--- src/verilog/sfp_pkg.sv ---
// Constants for the serial flash pin interface.
// Assumes one 200 MHz system clock samples every pin of the serial link.
package sfp_pkg;
  localparam int unsigned SFP_CLK_MHZ = 200;
  localparam int unsigned SFP_ADDR_W = 21;
  localparam int unsigned SFP_SECTOR_LSB = 12;
  localparam int unsigned SFP_BLK32_LSB = 15;
  localparam int unsigned SFP_BLK64_LSB = 16;
  localparam int unsigned SFP_SECTOR_W = SFP_ADDR_W - SFP_SECTOR_LSB;
  localparam int unsigned SFP_BLK32_W = SFP_ADDR_W - SFP_BLK32_LSB;
  localparam int unsigned SFP_BLK64_W = SFP_ADDR_W - SFP_BLK64_LSB;
  localparam int unsigned SFP_SR_QE_BIT = 6;
  localparam logic [7:0] SFP_SR_RESET = 8'h00;
  localparam logic [7:0] SFP_BYTE_ZERO = 8'h00;
  localparam logic [2:0] SFP_BIT_LAST = 3'h7;
  localparam logic [2:0] SFP_BIT_ZERO = 3'h0;
  localparam logic [2:0] SFP_BIT_STEP1 = 3'h1;
  localparam logic [2:0] SFP_BIT_STEP2 = 3'h2;
  localparam logic [2:0] SFP_BIT_STEP4 = 3'h4;
  localparam logic [1:0] SFP_WIDTH_X1 = 2'h0;
  localparam logic [1:0] SFP_WIDTH_X2 = 2'h1;
  localparam logic [1:0] SFP_WIDTH_X4 = 2'h2;
  typedef enum logic [2:0] {
    SFP_ST_IDLE = 3'b001,
    SFP_ST_SHIFT = 3'b010,
    SFP_ST_PAUSE = 3'b100
  } sfp_state_type;
endpackage : sfp_pkg

--- src/verilog/sfp_flash_pins.sv ---
// Pin-level serial front end of a serial flash: lane muxing, pause, reset pin.
// Assumes the master drives the link far slower than sys_clk (link pins are sampled).
//
// Behaviour
// - Quad enable set turns the shared pause pin into data lane 3.
// - Separate-reset parts: shared pin is pause when quad disabled, select ignored.
// - Pause low while selected freezes shifting, keeping the partial command.
// - Pause low with chip select low keeps the data output tri-stated.
// - Transfer resumes at the same bit once pause returns high.
// - Reset low holds reset mode, outputs tri-stated; high means normal work.
// - Shared-pin parts: select 0 gives pause, select 1 gives reset.
// - Dual mode turns input and output pins into lanes 0 and 1.
// - Quad modes use input, output, protect and pause pins as lanes 0..3.
// - Only clock modes 0 and 3 are accepted.
// - Incoming bits are sampled on the rising clock edge.
// - Outgoing bits change from the falling clock edge.
// - Array addresses split into uniform 4 Kbyte sectors.
// - 32 Kbyte block is eight sectors, 64 Kbyte block sixteen.
// - Separate-reset parts take reset on its own pin only.
// - Chip select high deselects: outputs tri-stated, input ignored.
// - Quad enable is bit 6 of the status register.
`timescale 1ns/1ps
module sfp_flash_pins
  import sfp_pkg::*;
#(
  parameter bit DEDICATED_RESET = 1'b0
)
(
  input wire logic sys_clk,
  input wire logic rst_n,
  input wire logic link_sck,
  input wire logic chip_sel_n,
  input wire logic reset_pin_n,
  input wire logic [3:0] data_lane_in,
  output logic [3:0] data_lane_out,
  output logic [3:0] data_lane_oe_n,
  input wire logic [7:0] status_reg_in,
  input wire logic pin_function_select,
  input wire logic [1:0] lane_width,
  input wire logic quad_command_mode,
  input wire logic tx_load,
  input wire logic [7:0] tx_byte,
  input wire logic tx_drive,
  output logic [7:0] rx_byte,
  output logic rx_valid,
  output logic tx_taken,
  output logic selected,
  output logic paused,
  output logic in_reset,
  output logic mode3,
  input wire logic [SFP_ADDR_W-1:0] array_addr,
  output logic [SFP_SECTOR_W-1:0] sector_index,
  output logic [SFP_BLK32_W-1:0] block32_index,
  output logic [SFP_BLK64_W-1:0] block64_index
);
  import sfp_pkg::*;

  // Two-flop synchronisers; stage 1 is read only by stage 2.
  logic [7:0] sync1;
  logic [7:0] sync2;
  wire [7:0] raw_pins = {reset_pin_n, chip_sel_n, link_sck, 1'b0, data_lane_in};
  always_ff @(posedge sys_clk)
  begin
    if (!rst_n)
    begin
      sync1 <= 8'hFF;
      sync2 <= 8'hFF;
    end
    else
    begin
      sync1 <= raw_pins;
      sync2 <= sync1;
    end
  end

  wire [3:0] lane_s = sync2[3:0];
  wire sck_s = sync2[5];
  wire cs_n_s = sync2[6];
  wire rst_pin_s = sync2[7];
  logic sck_d;
  logic cs_n_d;

  wire quad_en = status_reg_in[SFP_SR_QE_BIT];
  wire lanes_quad = quad_en || quad_command_mode;
  // Shared pin roles
  wire shared_is_pause = !lanes_quad && (DEDICATED_RESET || !pin_function_select);
  wire shared_is_reset = !lanes_quad && !DEDICATED_RESET && pin_function_select;
  wire pause_act = shared_is_pause && !lane_s[3];
  wire reset_act = DEDICATED_RESET ? !rst_pin_s : (shared_is_reset && !lane_s[3]);
  wire sel = !cs_n_s && !reset_act;
  wire sck_rise = sck_s && !sck_d;
  wire sck_fall = !sck_s && sck_d;
  wire cs_fall = !cs_n_s && cs_n_d;

  wire [1:0] eff_width = quad_command_mode ? SFP_WIDTH_X4 : lane_width;
  wire [2:0] step = (eff_width == SFP_WIDTH_X4) ? SFP_BIT_STEP4 :
                    (eff_width == SFP_WIDTH_X2) ? SFP_BIT_STEP2 : SFP_BIT_STEP1;

  sfp_state_type state;
  sfp_state_type next_state;
  logic [7:0] shreg;
  logic [2:0] bit_cnt;
  logic [7:0] tx_sh;
  logic [2:0] tx_cnt;

  // MSB first: shift left, new bits enter at the bottom
  function automatic logic [7:0] shift_in(input logic [7:0] cur, input logic [1:0] w,
                                          input logic [3:0] ln);
    shift_in = (w == SFP_WIDTH_X4) ? {cur[3:0], ln} :
               (w == SFP_WIDTH_X2) ? {cur[5:0], ln[1:0]} : {cur[6:0], ln[0]};
  endfunction : shift_in

  wire [7:0] next_shreg = shift_in(shreg, eff_width, lane_s);
  wire byte_done = (bit_cnt + step) == 4'(SFP_BIT_ZERO) || (bit_cnt + step) > {1'b0, SFP_BIT_LAST};

  always_comb
  begin
    next_state = state;
    case (state)
      SFP_ST_IDLE: if (sel && cs_fall) next_state = SFP_ST_SHIFT;
      SFP_ST_SHIFT: if (!sel) next_state = SFP_ST_IDLE;
        else if (pause_act) next_state = SFP_ST_PAUSE;
      SFP_ST_PAUSE: if (!sel) next_state = SFP_ST_IDLE;
        else if (!pause_act) next_state = SFP_ST_SHIFT;
      default: next_state = SFP_ST_IDLE;
    endcase
  end

  wire shifting = (state == SFP_ST_SHIFT) && sel && !pause_act;

  always_ff @(posedge sys_clk)
  begin
    if (!rst_n)
    begin
      state <= SFP_ST_IDLE;
      sck_d <= 1'b0;
      cs_n_d <= 1'b1;
      shreg <= SFP_BYTE_ZERO;
      bit_cnt <= SFP_BIT_ZERO;
      rx_byte <= SFP_BYTE_ZERO;
      rx_valid <= 1'b0;
      mode3 <= 1'b0;
    end
    else
    begin
      state <= next_state;
      sck_d <= sck_s;
      cs_n_d <= cs_n_s;
      rx_valid <= 1'b0;
      if (cs_fall)
      begin
        mode3 <= sck_s;
        bit_cnt <= SFP_BIT_ZERO;
      end
      else if (shifting && sck_rise)
      begin
        shreg <= next_shreg;
        bit_cnt <= bit_cnt + step;
        if (byte_done)
        begin
          rx_byte <= next_shreg;
          rx_valid <= 1'b1;
        end
      end
      else if (!sel)
        bit_cnt <= SFP_BIT_ZERO;
    end
  end

  // Output shifter: loads a byte, presents top bits on falling edges
  wire drive_ok = shifting && tx_drive;
  always_ff @(posedge sys_clk)
  begin
    if (!rst_n)
    begin
      tx_sh <= SFP_BYTE_ZERO;
      tx_cnt <= SFP_BIT_ZERO;
      tx_taken <= 1'b0;
      data_lane_out <= 4'h0;
      data_lane_oe_n <= 4'hF;
    end
    else
    begin
      tx_taken <= 1'b0;
      if (tx_load && !drive_ok)
      begin
        tx_sh <= tx_byte;
        tx_cnt <= SFP_BIT_ZERO;
      end
      else if (drive_ok && sck_fall)
      begin
        case (eff_width)
          SFP_WIDTH_X4: data_lane_out <= tx_sh[7:4];
          SFP_WIDTH_X2: data_lane_out <= {2'b00, tx_sh[7:6]};
          default: data_lane_out <= {3'b000, tx_sh[7]} << 1;
        endcase
        tx_sh <= (eff_width == SFP_WIDTH_X4) ? {tx_sh[3:0], 4'h0} :
                 (eff_width == SFP_WIDTH_X2) ? {tx_sh[5:0], 2'b00} : {tx_sh[6:0], 1'b0};
        tx_cnt <= tx_cnt + step;
        tx_taken <= ((tx_cnt + step) & SFP_BIT_LAST) == SFP_BIT_ZERO;
      end
      if (!drive_ok)
        data_lane_oe_n <= 4'hF;
      else
        case (eff_width)
          SFP_WIDTH_X4: data_lane_oe_n <= 4'h0;
          SFP_WIDTH_X2: data_lane_oe_n <= 4'hC;
          default: data_lane_oe_n <= 4'hD;
        endcase
    end
  end

  // Sector and block decode of an array address
  always_ff @(posedge sys_clk)
  begin
    if (!rst_n)
    begin
      sector_index <= '0;
      block32_index <= '0;
      block64_index <= '0;
      selected <= 1'b0;
      paused <= 1'b0;
      in_reset <= 1'b0;
    end
    else
    begin
      sector_index <= array_addr[SFP_ADDR_W-1:SFP_SECTOR_LSB];
      block32_index <= array_addr[SFP_ADDR_W-1:SFP_BLK32_LSB];
      block64_index <= array_addr[SFP_ADDR_W-1:SFP_BLK64_LSB];
      selected <= sel;
      paused <= sel && pause_act;
      in_reset <= reset_act;
    end
  end
endmodule : sfp_flash_pins

--- config.mk ---
export PLATFORM = sky130hd
export DESIGN_NAME = sfp_flash_pins
export DESIGN_NICKNAME = d
export VERILOG_FILES = /design/src/verilog/sfp_pkg.sv /design/src/verilog/sfp_flash_pins.sv
export SDC_FILE = /design/constraint.sdc
export NUM_CORES = 1
export LEC_CHECK = 0
export BUFFER_PORTS_ARGS = -buffer_cell sky130_fd_sc_hd__buf_2
export CAP_MARGIN = 20
export CORE_MARGIN = 5
export CORE_UTILIZATION = 57
export CTS_BUF_LIST = sky130_fd_sc_hd__clkbuf_8
export DETAILED_ROUTE_END_ITERATION = 8
export PLACE_DENSITY = 0.87
export SETUP_SLACK_MARGIN = 0.3
export SYNTH_ARGS = -nofsm -noshare
export SYNTH_HDL_FRONTEND = slang
export SYNTH_SLANG_ARGS = --single-unit
--- constraint.sdc ---
create_clock -name sys_clk -period 6.7 [get_ports sys_clk]
set_clock_uncertainty 0.05 [all_clocks]
set_input_delay 1.005 -clock sys_clk [delete_from_list [all_inputs] [get_ports sys_clk]]
set_output_delay 1.005 -clock sys_clk [all_outputs]
set_load 0.05 [all_outputs]
==> results.toml <==
[power_and_ir_drop]
peakVddDrop_mv = 0.150
powerDensity_mw_per_mm2 = 250
cellLeakagePower_uw = 0.00150

[routing]
ant_nets = 0
vias = 2443
wl_per_cell_um = 13.5
drt_iter0_drc = 138
drt-vias-per-instance = 5.27
dr.pass1.iters = 5
drc = 0
drt_wl_total_um = 6260

[cts]
cts.clk_slew.worst_paths_ns = 0.07
root_buffer = "clkbuf_8"
cts_max_level = 3
hold_buffers = 0
cts_resized = 0
post_cts_buffers = 0
cts_made_buffers = 9
clk_path_buf_depth = 2
clock_sinks = 68
clkLatencyLatePin_ns = 0.35
cts_tree = "done"

[placed_design]
place_congestion = 0.798
port_buffers = 73
place_hpwl_um = 4320
placed_area_mm2 = 0.00336

[setup_path]
crit_type = "primary input to register"
required_ns = 6.92
crit_fanout = 6
path_cells = "buf_2 -> or2_2 -> ha_1 -> ha_1 -> inv_1 -> fa_1 -> or3b_2 -> a21boi_0 -> o31a_2 -> mux2i_1"
crit_path_start_kind = "primary input"
end_kind = "register"
cpPeakStageDelay_ns = 0.51
crit_arrival_ns = 3.93
cpMostUsedCell = "ha_1"
slowest_stage = "fa_1"
r2r_setup_slack_ns = 4.19

[finish]
insertedDiodeCount = 0
ff_latch_area_mm2 = 0.00136
drive_above_1_share = 0.266
design_area_mm2 = 0.00358
nNetsFinal = 450
nFillCells = 414
syn2layout_area_growth_pct = 16.3
multi_input_area_mm2 = 0.00149

[synthesis]
synth.most_common_cell = "dfxtp_1"
synth_cell_types = 50
synth_ff_type = "dfxtp_1"
synth_top_area_share = 0.442
synth_top_family_by_area = "simple AND/OR/NAND/NOR gates"
synth_edf_count = 0
synth_fa_ha_area_frac = 0.0414
synthSimpleGateAreaFrac = 0.223
netlist_top_cells_count = "dfxtp_1, nand2_1, mux2i_1"
synth_mux_area_frac = 0.0942
synthXorXnorAreaFrac = 0.00853
ys_async_sr_fraction = 0
synth_compound_area_frac = 0.117
synth_area_mm2 = 0.00308
synth_top_cell_by_area = "dfxtp_1"
ys_seq_area_frac = 0.442
syn-instance-count = 331
synth_area_leaders = "dfxtp_1, mux2i_1, nand2_1"
syn_avg_cell_area_um2 = 9.31
synth_seq_cells = 68
syn_nets = 392
yosys_warnings = 0

[min_path]
hold_class = "register to register"

[sta]
rsz0062_at_grt = "no"
fin_tns_setup_ns = 0
tightestPinTransition_ns = 1.03
final.min_clock_period_ns = 3.71
setup_viol = 0
slew_violations = 0
relSlewSlack = 0.314
period_share = 0.554
hold_viol_final = 0
fmax_mhz = 269

[global_routing]
grt_pass1_vias = 2403
grt_max_degree = 57
grt_pass1_wl_um = 10600
antenna_found_initial = 0
gr-total-overflow = 0
track_usage = 0.185

[floorplan]
fp.coreArea_mm2 = 0.00517
initial_utilization = 0.596
io_pins = 94
num_rows = 26
die-height_um = 83.5
dieArea_mm2 = 0.00698
die_w_um = 83.5

[run]
drv_cap = 0

[outcome]
run_status = "complete, no violations"
## placed cells by master (no fill, tap or decap), types with 3 or more instances in the layout
master / instances
or3_1: 3
nor3_1: 7
inv_1: 12
a31oi_1: 5
dfxtp_1: 68
mux2i_1: 29
clkbuf_8: 10
o21a_1: 3
a21oi_1: 11
buf_2: 73
nand3_1: 7
nor4b_1: 4
and2_1: 11
nor2_1: 16
nand4_1: 3
nand2_1: 46
ha_1: 7
o21ai_0: 18
buf_4: 3
o221a_2: 3
nand2b_1: 19
## power breakdown
group	internal [uW]	switching, uW	total [uW]
registers	417	10.8	428
clock network	216	154	370
logic	35.0	63.8	98.8
## sequential cells by signal (all words and copies together), names as in the netlist, 4 cells and up
register,cells
data_lane_out,4
rx_byte,8
sync1,6
sector_index,9
tx_sh,8
sync2,6
shreg,7
## critical path, delay by kind of cell
kind,cells,cell delay (ns)
buf+inv,2,0.19
compound gates,2,0.65
mux,1,0.20
simple gates,2,0.75
fa+ha+maj,3,1.13
## layout make-up
class,instances,area share
Multi-Input combinational cell,224,0.416
Tap cell,70,0.0244
Timing Repair Buffer,76,0.108
Sequential cell,68,0.380
Clock buffer,10,0.0384
Inverter,10,0.0105
Clock inverter,6,0.0223
## routing by layer
metal | vias to the layer above | routed length, um | global-route usage
met5 | - | 0 | 0
met4 | 0 | 85 | 0.0965
met3 | 9 | 395 | 0.0553
met2 | 61 | 3070 | 0.311
met1 | 1130 | 2700 | 0.212
li1 | 1243 | - | -
## cell families (layout without fill, tap and decap cells)
logic type | Yosys count | after routing
multiplexers | 29 | 29
buffers and inverters | 39 | 102
AO/OA/AOI/OAI | 53 | 53
XOR/XNOR | 3 | 3
flip-flops | 68 | 68
adder cells (fa/ha/maj) | 9 | 9
AND/OR/NAND/NOR | 130 | 130
## metrics by stage
stage / utilization / hold slack, ns / power (uW) / std cells / setup slack (ns)
floorplan: - / 0.336 / 514 / 331 / 3.09
global placement: 0.649 / 0.338 / 533 / 447 / 2.75
detailed placement: 0.649 / 0.345 / 535 / 447 / 2.63
CTS: 0.691 / 0.362 / 901 / 463 / 2.98
global route: 0.693 / 0.385 / 932 / 464 / 2.85
finish: 0.693 / 0.361 / 897 / 464 / 2.99
## worst paths after layout
path,cells after the start,from,endpoint
setup reg to reg,7,bit_cnt[0]$_SDFFE_PP0P_,rx_byte[5]$_SDFFE_PN0P_
hold / removal,1,sync1[6]$_SDFF_PN1_,sync2[6]$_SDFF_PN1_
hold reg to reg,1,sync1[6]$_SDFF_PN1_,sync2[6]$_SDFF_PN1_
setup / recovery,10,quad_command_mode,rx_byte[5]$_SDFFE_PN0P_
(Power assumes the default switching activity.)
